**src/fpep_pkg.sv**
```systemverilog
// fpep_pkg: constants and carrier types for the flash program/erase
// protection and ram overlay block.
// assumes byte-wide registers reached over a plain address/strobe port.
package fpep_pkg;

  // ****************************************************************
  // register offsets
  // ****************************************************************
  localparam logic [7:0] ADDR_CTRL_ONE = 8'h80;
  localparam logic [7:0] ADDR_CTRL_TWO = 8'h81;
  localparam logic [7:0] ADDR_ERASE_SEL_ONE = 8'h82;
  localparam logic [7:0] ADDR_ERASE_SEL_TWO = 8'h83;
  localparam logic [7:0] ADDR_RAM_OVERLAY = 8'h84;

  // ****************************************************************
  // field positions
  // ****************************************************************
  // flash_ctrl_one / flash_ctrl_two share the low six positions
  localparam int BIT_PROGRAM_GO = 0;
  localparam int BIT_ERASE_GO = 1;
  localparam int BIT_PROGRAM_VERIFY = 2;
  localparam int BIT_ERASE_VERIFY = 3;
  localparam int BIT_PROGRAM_SETUP = 4;
  localparam int BIT_ERASE_SETUP = 5;
  localparam int BIT_SW_WRITE_ENABLE = 6;
  localparam int BIT_FLASH_ERROR = 7;
  // ram_overlay_ctrl
  localparam int BIT_OVERLAY_AREA_LO = 0;
  localparam int BIT_OVERLAY_AREA_HI = 1;
  localparam int BIT_EMULATION_SELECT = 2;

  // writable masks; everything else reads as zero, bar the error flag in bit 7 of flash_ctrl_two
  localparam logic [7:0] MASK_CTRL_ONE = 8'h7F;
  localparam logic [7:0] MASK_CTRL_TWO = 8'h3F;
  localparam logic [7:0] MASK_ERASE_SEL_ONE = 8'h0F;
  localparam logic [7:0] MASK_ERASE_SEL_TWO = 8'hFF;
  localparam logic [7:0] MASK_RAM_OVERLAY = 8'h07;

  // ****************************************************************
  // reset values
  // ****************************************************************
  localparam logic [7:0] RST_CTRL_ONE = 8'h00;
  localparam logic [7:0] RST_CTRL_TWO = 8'h00;
  localparam logic [7:0] RST_ERASE_SEL = 8'h00;
  localparam logic [7:0] RST_RAM_OVERLAY = 8'h00;

  // ****************************************************************
  // erase block geometry
  // ****************************************************************
  localparam int NUM_BLOCKS = 12;
  localparam int BLOCKS_IN_ONE = 4;
  localparam logic [31:0] BLOCK_NINE_BASE = 32'h0003F000;
  localparam logic [31:0] SMALL_BLOCK_SIZE = 32'h00000400;
  localparam int FIRST_SMALL_BLOCK = 8;

  // ****************************************************************
  // carrier types
  // ****************************************************************
  typedef struct packed {
    logic flashRead;
    logic exceptionTaken;
    logic sleepExec;
    logic busGranted;
  } fpep_cpu_evt_t;

  typedef struct packed {
    logic valid;
    logic [31:0] addr;
  } fpep_acc_req_t;

  typedef struct packed {
    logic valid;
    logic toRam;
    logic [31:0] addr;
  } fpep_acc_route_t;

endpackage

```
**src/fpep_ctrl.sv**
```systemverilog
// fpep_ctrl: program/erase protection, error latching and ram overlay
// for the on-chip flash array.
// assumes the cpu side reports its events as one-cycle pulses on the
// system clock and that register strobes never come together.
// outputs are registered, so every effect shows a cycle after its cause.
//
// Behaviour
// - write-protect pin high clears the four control registers; protected.
// - reset or standby initialises all four control registers; protected.
// - software write-enable at zero protects every block.
// - under software protection, program and erase bit writes are ignored.
// - erase reaches only blocks selected in the erase-select registers.
// - both erase-select registers zero means every block erase-protected.
// - emulation select at one protects all blocks regardless of area bits.
// - error sets the flag, aborts program/erase, keeps register contents.
// - while in error, program and erase bits cannot restart operations.
// - while in error, verify bits still take effect.
// - flash read during program/erase raises the error flag.
// - non-reset exception during program/erase raises the error flag.
// - sleep during program/erase raises the error flag.
// - bus grant to another master during program/erase raises the flag.
// - only reset or hardware standby clears the error flag.
// - overlay maps ram over the chosen block; both addresses reach ram.
// - overlay works in user mode and user program mode alike.
// - emulation select and area bits 1,0,1 overlay ram on block nine.
// - clearing emulation select returns the flash range to the array.
// - erase never reaches the overlaid area during emulation.
//
// The register addresses and strobed register access are this design's own decisions.
`timescale 1ns/10ps

module fpep_ctrl
  import fpep_pkg::*;
#(
  parameter logic [31:0] OVERLAY_RAM_BASE = 32'hFFFFF000
) (
  // clock and reset
  input wire logic clock,
  input wire logic rst,
  // register port
  input wire logic [7:0] regAddr,
  input wire logic [7:0] regWrData,
  input wire logic regWr,
  input wire logic regRd,
  output logic [7:0] regRdData,
  // hardware protection sources
  input wire logic writeProtectPin,
  input wire logic swStandby,
  input wire logic hwStandby,
  // cpu events watched during program/erase
  input wire fpep_cpu_evt_t cpuEvt,
  // cpu access to be routed
  input wire fpep_acc_req_t accReq,
  output fpep_acc_route_t accRoute,
  // array control outputs
  output logic programOneEn,
  output logic programTwoEn,
  output logic [NUM_BLOCKS-1:0] eraseBlockEn,
  output logic programVerifyEn,
  output logic eraseVerifyEn,
  output logic flashErrorFlag,
  output logic overlayActive
);

  // ****************************************************************
  // register storage
  // ****************************************************************
  logic [7:0] flashCtrlOne;
  logic [5:0] flashCtrlTwo;
  logic [7:0] eraseSelectOne;
  logic [7:0] eraseSelectTwo;
  logic [2:0] ramOverlayCtrl;
  logic flashError;

  logic swWriteEnable;
  logic emulationSelect;
  logic [1:0] overlayArea;
  logic regInit;
  logic swProtect;
  logic goAllowed;
  logic wrCtrlOne;
  logic wrCtrlTwo;
  logic wrEraseOne;
  logic wrEraseTwo;
  logic wrOverlay;

  assign swWriteEnable = flashCtrlOne[BIT_SW_WRITE_ENABLE];
  assign emulationSelect = ramOverlayCtrl[BIT_EMULATION_SELECT];
  assign overlayArea = {ramOverlayCtrl[BIT_OVERLAY_AREA_HI],
                        ramOverlayCtrl[BIT_OVERLAY_AREA_LO]};

  // pin, reset and either standby all force the control registers home
  assign regInit = rst | writeProtectPin | swStandby
                 | hwStandby;

  // any software protection condition; the pin is here as well because in
  // the cycle it rises the registers still hold their old go bits
  assign swProtect = ~swWriteEnable | emulationSelect
                   | writeProtectPin;

  // go bits are accepted only outside protection and outside error
  assign goAllowed = ~swProtect & ~flashError;

  // strobes never coincide, so one decode per register is enough
  assign wrCtrlOne = regWr & (regAddr == ADDR_CTRL_ONE);
  assign wrCtrlTwo = regWr & (regAddr == ADDR_CTRL_TWO);
  assign wrEraseOne = regWr & (regAddr == ADDR_ERASE_SEL_ONE);
  assign wrEraseTwo = regWr & (regAddr == ADDR_ERASE_SEL_TWO);
  assign wrOverlay = regWr & (regAddr == ADDR_RAM_OVERLAY);

  // ****************************************************************
  // control register writes
  // ****************************************************************
  // go-bit filter: a refused go bit is stored as zero so a later lift of
  // protection cannot start an operation nobody asked for again
  function automatic logic [7:0] filterGo(input logic [7:0] wd,
                                          input logic allow);
    logic [7:0] res;
    res = wd;
    res[BIT_PROGRAM_GO] = wd[BIT_PROGRAM_GO] & allow;
    res[BIT_ERASE_GO] = wd[BIT_ERASE_GO] & allow;
    return res;
  endfunction

  always_ff @(posedge clock) begin
    if (regInit) begin
      flashCtrlOne <= RST_CTRL_ONE;
    end else if (wrCtrlOne) begin
      flashCtrlOne <= filterGo(regWrData, goAllowed) & MASK_CTRL_ONE;
    end
  end

  always_ff @(posedge clock) begin
    if (regInit) begin
      flashCtrlTwo <= RST_CTRL_TWO[5:0];
    end else if (wrCtrlTwo) begin
      flashCtrlTwo <= 6'(filterGo(regWrData, goAllowed)
                         & MASK_CTRL_TWO);
    end
  end

  // erase selects take any write, even under software protection; the go bits decide
  always_ff @(posedge clock) begin
    if (regInit) begin
      eraseSelectOne <= RST_ERASE_SEL;
    end else if (wrEraseOne) begin
      eraseSelectOne <= regWrData & MASK_ERASE_SEL_ONE;
    end
  end

  always_ff @(posedge clock) begin
    if (regInit) begin
      eraseSelectTwo <= RST_ERASE_SEL;
    end else if (wrEraseTwo) begin
      eraseSelectTwo <= regWrData & MASK_ERASE_SEL_TWO;
    end
  end

  // the overlay setting survives the pin and standby; only reset clears it
  always_ff @(posedge clock) begin
    if (rst) begin
      ramOverlayCtrl <= RST_RAM_OVERLAY[2:0];
    end else if (wrOverlay) begin
      ramOverlayCtrl <= 3'(regWrData & MASK_RAM_OVERLAY);
    end
  end

  // ****************************************************************
  // effective program / erase / verify
  // ****************************************************************
  logic programOne;
  logic programTwo;
  logic eraseOne;
  logic eraseTwo;
  logic opActive;
  logic [NUM_BLOCKS-1:0] blockSel;
  logic [NUM_BLOCKS-1:0] blockOverlaid;
  logic [NUM_BLOCKS-1:0] next_eraseBlockEn;
  logic [3:0] overlayBlock;

  // stored go bits act only while nothing protects them; error aborts
  // at once but leaves the stored settings untouched
  assign programOne = flashCtrlOne[BIT_PROGRAM_GO] & ~swProtect
                    & ~flashError;
  assign programTwo = flashCtrlTwo[BIT_PROGRAM_GO] & ~swProtect
                    & ~flashError;
  assign eraseOne = flashCtrlOne[BIT_ERASE_GO] & ~swProtect & ~flashError
                  & (|eraseSelectOne);
  assign eraseTwo = flashCtrlTwo[BIT_ERASE_GO] & ~swProtect & ~flashError
                  & (|eraseSelectTwo);

  // only a program or erase really in effect arms the error detector
  assign opActive = programOne | programTwo | eraseOne | eraseTwo;

  // area bits choose the small block overlaid; 01 is block nine
  always_comb begin
    case (overlayArea)
      2'h1: overlayBlock = 4'h8;
      2'h2: overlayBlock = 4'h9;
      2'h3: overlayBlock = 4'hA;
      2'h0: overlayBlock = 4'hB;
      default: overlayBlock = 4'hB;
    endcase
  end

  // blocks 0..3 sit in the first select register, the rest in the second
  genvar gb;
  generate
    for (gb = 0; gb < NUM_BLOCKS; gb++) begin : g_block
      if (gb < BLOCKS_IN_ONE) begin : g_one
        assign blockSel[gb] = eraseSelectOne[gb] & eraseOne;
      end else begin : g_two
        assign blockSel[gb] = eraseSelectTwo[gb-BLOCKS_IN_ONE]
                            & eraseTwo;
      end
      assign blockOverlaid[gb] = emulationSelect
                               & (overlayBlock == 4'(gb));
      // belt and braces: the overlaid area is masked even if the
      // emulation protection were ever relaxed
      assign next_eraseBlockEn[gb] = blockSel[gb]
                                   & ~blockOverlaid[gb];
    end
  endgenerate

  // ****************************************************************
  // array control registers
  // ****************************************************************
  // one register per output, so each enable can be traced on its own
  always_ff @(posedge clock) begin
    if (rst) begin
      programOneEn <= 1'b0;
    end else begin
      programOneEn <= programOne;
    end
  end

  always_ff @(posedge clock) begin
    if (rst) begin
      programTwoEn <= 1'b0;
    end else begin
      programTwoEn <= programTwo;
    end
  end

  always_ff @(posedge clock) begin
    if (rst) begin
      eraseBlockEn <= '0;
    end else begin
      eraseBlockEn <= next_eraseBlockEn;
    end
  end

  // verify stays reachable in the error state
  always_ff @(posedge clock) begin
    if (rst) begin
      programVerifyEn <= 1'b0;
    end else begin
      programVerifyEn <= swWriteEnable & ~writeProtectPin
        & (flashCtrlOne[BIT_PROGRAM_VERIFY]
           | flashCtrlTwo[BIT_PROGRAM_VERIFY]);
    end
  end

  always_ff @(posedge clock) begin
    if (rst) begin
      eraseVerifyEn <= 1'b0;
    end else begin
      eraseVerifyEn <= swWriteEnable & ~writeProtectPin
        & (flashCtrlOne[BIT_ERASE_VERIFY]
           | flashCtrlTwo[BIT_ERASE_VERIFY]);
    end
  end

  // ****************************************************************
  // error protection
  // ****************************************************************
  logic errEvent;

  // the detector reads the live operation state, so an event in the very
  // cycle a go bit takes effect is already caught
  assign errEvent = opActive & (cpuEvt.flashRead
                              | cpuEvt.exceptionTaken
                              | cpuEvt.sleepExec
                              | cpuEvt.busGranted);

  // no register write reaches this flag; software standby keeps it
  always_ff @(posedge clock) begin
    if (rst | hwStandby) begin
      flashError <= 1'b0;
    end else if (errEvent) begin
      flashError <= 1'b1;
    end
  end

  // the event is folded in so the flag shows in the same cycle as the
  // abort; hardware standby wins over a late event
  always_ff @(posedge clock) begin
    if (rst) begin
      flashErrorFlag <= 1'b0;
    end else begin
      flashErrorFlag <= flashError | (errEvent & ~hwStandby);
    end
  end

  // ****************************************************************
  // ram overlay routing
  // ****************************************************************
  logic [31:0] overlayBase;
  logic [31:0] ramEnd;
  logic flashHit;
  logic ramHit;

  // the overlaid window follows the area code; code 01 is block nine
  assign overlayBase = BLOCK_NINE_BASE
    + 32'(overlayBlock - 4'(FIRST_SMALL_BLOCK)) * SMALL_BLOCK_SIZE;
  assign ramEnd = OVERLAY_RAM_BASE + SMALL_BLOCK_SIZE;
  // no mode qualifier: user mode and user program mode route alike
  assign flashHit = emulationSelect & (accReq.addr >= overlayBase)
                  & (accReq.addr < overlayBase
                     + SMALL_BLOCK_SIZE);
  // the ram window is plain ram and is reached with or without emulation
  assign ramHit = (accReq.addr >= OVERLAY_RAM_BASE)
                & (accReq.addr < ramEnd);

  always_ff @(posedge clock) begin
    if (rst) begin
      accRoute <= '0;
    end else begin
      accRoute.valid <= accReq.valid;
      accRoute.toRam <= flashHit | ramHit;
      accRoute.addr <= flashHit
        ? (OVERLAY_RAM_BASE | (accReq.addr & (SMALL_BLOCK_SIZE - 32'h1)))
        : accReq.addr;
    end
  end

  // mirrors the select bit a cycle late, in step with the routed accesses
  always_ff @(posedge clock) begin
    if (rst) begin
      overlayActive <= 1'b0;
    end else begin
      overlayActive <= emulationSelect;
    end
  end

  // ****************************************************************
  // register read-back
  // ****************************************************************
  logic [7:0] next_regRdData;

  // idle cycles and unmapped addresses read zero, so no state leaks out
  always_comb begin
    next_regRdData = 8'h00;
    if (regRd) begin
      case (regAddr)
        ADDR_CTRL_ONE: next_regRdData = flashCtrlOne;
        ADDR_CTRL_TWO: next_regRdData = {flashError, 1'b0, flashCtrlTwo};
        ADDR_ERASE_SEL_ONE: next_regRdData = eraseSelectOne;
        ADDR_ERASE_SEL_TWO: next_regRdData = eraseSelectTwo;
        ADDR_RAM_OVERLAY: next_regRdData = {5'h00, ramOverlayCtrl};
        default: next_regRdData = 8'h00;
      endcase
    end
  end

  // data stands only in the cycle after the read strobe
  always_ff @(posedge clock) begin
    if (rst) begin
      regRdData <= 8'h00;
    end else begin
      regRdData <= next_regRdData;
    end
  end

endmodule

```
**config.mk**
```make
export PLATFORM = sky130hd
export DESIGN_NAME = fpep_ctrl
export DESIGN_NICKNAME = d
export VERILOG_FILES = /design/src/fpep_pkg.sv /design/src/fpep_ctrl.sv
export SDC_FILE = /design/constraint.sdc
export NUM_CORES = 1
export LEC_CHECK = 0
export BUFFER_PORTS_ARGS = -buffer_cell sky130_fd_sc_hd__buf_2
export CAP_MARGIN = 25
export CORE_MARGIN = 3
export CORE_UTILIZATION = 41
export CTS_CLUSTER_SIZE = 25
export DETAILED_ROUTE_END_ITERATION = 10
export HOLD_SLACK_MARGIN = 0.15
export PLACE_DENSITY_LB_ADDON = 0.1
export SLEW_MARGIN = 20
export SYNTH_ARGS = -nofsm -noshare
export SYNTH_HDL_FRONTEND = slang
export SYNTH_SLANG_ARGS = --single-unit
```
**constraint.sdc**
```tcl
create_clock -name clock -period 2.2 [get_ports clock]
set_input_delay 0.11 -clock clock [delete_from_list [all_inputs] [get_ports clock]]
set_output_delay 0.11 -clock clock [all_outputs]
set_load 0.1 [all_outputs]
```
==> summary.txt <==
Status
  • Run status: finished clean

STA
  • Final hold violation count: 0
  • Max Freq: 463.2 MHz
  • Fin. max-slew vios: 0
  • Tmin final: roughly 2.2 ns
  • Least-Margin Pin Slew: 0.7743 ns
  • Max_slew headroom: about 48%
  • Fin crit share: 98.13%
  • Final setup vio count: 0
  • Clk_skew: roughly 0.011 ns
  • RSZ-0062 raised after global routing: yes

Yosys
  • Yosys warns: 0
  • Post-synth EDFFs: 0
  • Cells after Synth: between 300 and 400
  • Synthesis-stage register bit count: between 80 and 90
  • Syn_area_per_cell: between 10 and 15 µm²
  • Top-area cell type share of the netlist area: 48.73%
  • Ys flop type: dfxtp_1
  • Share of the yosys chip area belonging to registers: 48.73%
  • Synth cell types: between 40 and 50
  • Area contributors post-synth: dfxtp_1, mux2i_1, a21oi_2, nor2_1, ha_1
  • Ys async rst share: 0%
  • Netlist Area Pre-Place: 3656 µm²
  • Post-Syn Nets: roughly 430
  • Top cell type by total area after synthesis: dfxtp_1

Detailed routing
  • DRC: 0
  • Drt wl/cell: 15.54 µm
  • DRT Pass-1 Iters: 4
  • Via count: 3241
  • DR vias/cell: approximately 5.0
  • Detailed Route Iter0 Violations: ~120
  • Routed Antenna Nets: 0
  • DRT Wirelength: 10.16 mm

Power and ir drop
  • Total power: approximately 0.0033 W
  • Power per cell area: 604.6 nW/µm²
  • Peak VDD IR: 334.0 µV
  • P_leak: ~2.6 nW

Clock network
  • Num CTS Buffers: 9
  • CTS tree: yes
  • Deepest clock path buffer count: 2
  • Max H-tree Level: 3
  • Skew-Pair Late Insertion Delay: 0.34 ns
  • Root Buffer: clkbuf_8
  • Worst-path clk slew: 0.09 ns
  • Clk sink count: between 80 and 90

Finish
  • Share of layout cells above drive strength 1: 38.43%
  • Final core utilization: 64.39%
  • Area growth syn-to-layout: 48.36%
  • # nets final: 619
  • Diode count: 0

Setup path
  • CP Launch Type: flip-flop
  • Max FO, Critical Path: 5
  • R2R depth: 12
  • Worst EP arrival: about 2.4 ns
  • Critical Setup Path Class: reg2reg
  • CP endpoint kind: flip-flop
  • CP Data Required Time: 2.48 ns

GRT
  • First-pass GRT wire length: between 15 and 20 mm
  • GR Overflow Total: 0
  • Vias in the first global route: roughly 3.3k
  • Overall Global Routing Usage: 20.29%
  • Antenna violations before repair: 1
  • Largest net degree at the start of global routing: 27

Floorplanning
  • I/O Pins: 120
  • Site Rows: 33
  • Core box area: 8423 µm²
  • Area of the die: a little over 10000 µm²
  • Starting Density: between 40% and 50%
  • Die Y-Extent: approximately 100 µm
  • Die Width: roughly 100 µm

Place
  • Placer Congestion: 0.8119
  • Port Buffers: between 100 and 150
  • DP Wirelength: approximately 6.8 mm

Run
  • Max Cap Viol: 0

Min path
  • Hold path depth: 2
  • Worst min-delay path category: in2reg
## through the flow
stage / worst slack [ns] / cell area (µm²) / setup TNS, ns / cells / hold slack [ns]
finish: 0.04116 / 5424 / 0 / 654 / 0.1522
global route: -0.06304 / 5424 / -0.6531 / 654 / 0.1760
CTS: -0.01620 / 5383 / -0.06269 / 655 / 0.1560
detailed placement: -0.05522 / 4458 / -0.8805 / 579 / 0.3083
global placement: 0.006158 / 4458 / 0 / 579 / 0.3036
floorplan: 0.08089 / 3656 / 0 / 354 / 0.1828
## worst max-delay path, stage by stage (launching register included)
cell and delay (ns):
dfxtp_2 0.33, buf_6 0.12, ha_4 0.16, nor2_4 0.11, ha_4 0.20, nor2b_4 0.11
o211ai_1 0.15, a22oi_1 0.10, o2111ai_2 0.22, o311ai_4 0.17, buf_6 0.18, buf_12 0.13
a21oi_2 0.11
## report_power, final
| group | internal (W) | switching [W] |
|---|---|---|
| Sequential | 0.00164 | 0.00000866 |
| Clock | 0.000543 | 0.000535 |
| Combinational | 0.000171 | 0.000381 |
| Total | 0.00235 | 0.000925 |
## cells by family (layout without fill, tap and decap cells)
| group | count (synthesis) | after routing | share of synthesized area [%] |
|---|---|---|---|
| AO/OA/AOI/OAI | 43 | 43 | 9.138 |
| XOR/XNOR | 1 | 1 | 0.2396 |
| adder cells (fa/ha/maj) | 13 | 13 | 4.449 |
| buffers and inverters | 43 | 238 | 5.270 |
| flip-flops | 89 | 89 | 48.73 |
| multiplexers | 35 | 35 | 10.95 |
| AND/OR/NAND/NOR | 130 | 130 | 21.22 |
## final cells by class
type | count | area [µm²]
Fill cell | 698 | 2999
Multi-Input combinational cell | 222 | 1822
Sequential cell | 89 | 1787
Timing Repair Buffer | 198 | 1400
Clock buffer | 11 | 141.4
Tap cell | 105 | 131.4
Inverter | 26 | 100.1
Clock inverter | 3 | 42.54
## synth_stat cells (all sizes together), types with 3 or more instances
cell,count
dfxtp,89
nor2,44
mux2i,31
a21oi,27
inv,26
nor2b,16
ha,13
and3,10
nand3,10
buf,9
nand2,9
and2,8
clkbuf,8
nand4,6
nor4,6
o21ai,5
mux4,4
nand2b,4
nor3,4
nor4b,3
or4,3
## what timing repair did
item | 4_1_cts | 5_1_grt
cloned | 2 | 0
pin swaps | 20 | 21
hold buffers | 53 | 0
gates resized for setup | 22 | 14
hold endpoints to repair | 63 | 0
setup buffers | 7 | 1
endpoints found under the setup margin | 20 | 23
## worst paths after layout
kind | start | endpoint | slack, ns
max | ramOverlayCtrl[1] | accRoute[21] | 0.04
min | rst | accRoute[7] | 0.15
max reg2reg | ramOverlayCtrl[1] | accRoute[21] | 0.04
min reg2reg | flashCtrlOne[2] | programVerifyEn | 0.49
## flip-flops by register name, indices dropped and copies added, names as in the netlist, 3 cells and up
register and cells:
regRdData 8, ramOverlayCtrl 3, accRoute 34, eraseBlockEn 12
eraseSelectTwo 8, flashCtrlTwo 6, eraseSelectOne 4, flashCtrlOne 7
## cells in the final DEF (no fill, tap or decap), drive strengths merged, types with 6 or more instances in the layout
cell type | synthesis | routed
nand4 | 6 | 6
nor2 | 44 | 44
and2 | 8 | 8
nand2 | 9 | 9
nor4 | 6 | 6
clkbuf | 8 | 11
dfxtp | 89 | 89
nand3 | 10 | 10
ha | 13 | 13
a21oi | 27 | 27
inv | 26 | 26
mux2i | 31 | 31
nor2b | 16 | 16
dlygate4sd3 | 0 | 53
buf | 9 | 145
and3 | 10 | 10
## metal layers
layer / global-route usage (%) / vias up / share of wire (%)
li1: - / 1593 / -
met5: 0 / - / 0.13
met3: 4.448 / 11 / 7.0
met4: 6.321 / 2 / 1.1
met2: 31.70 / 116 / 46
met1: 28.01 / 1519 / 46
No activity file was read; power rests on OpenSTA's default activity.
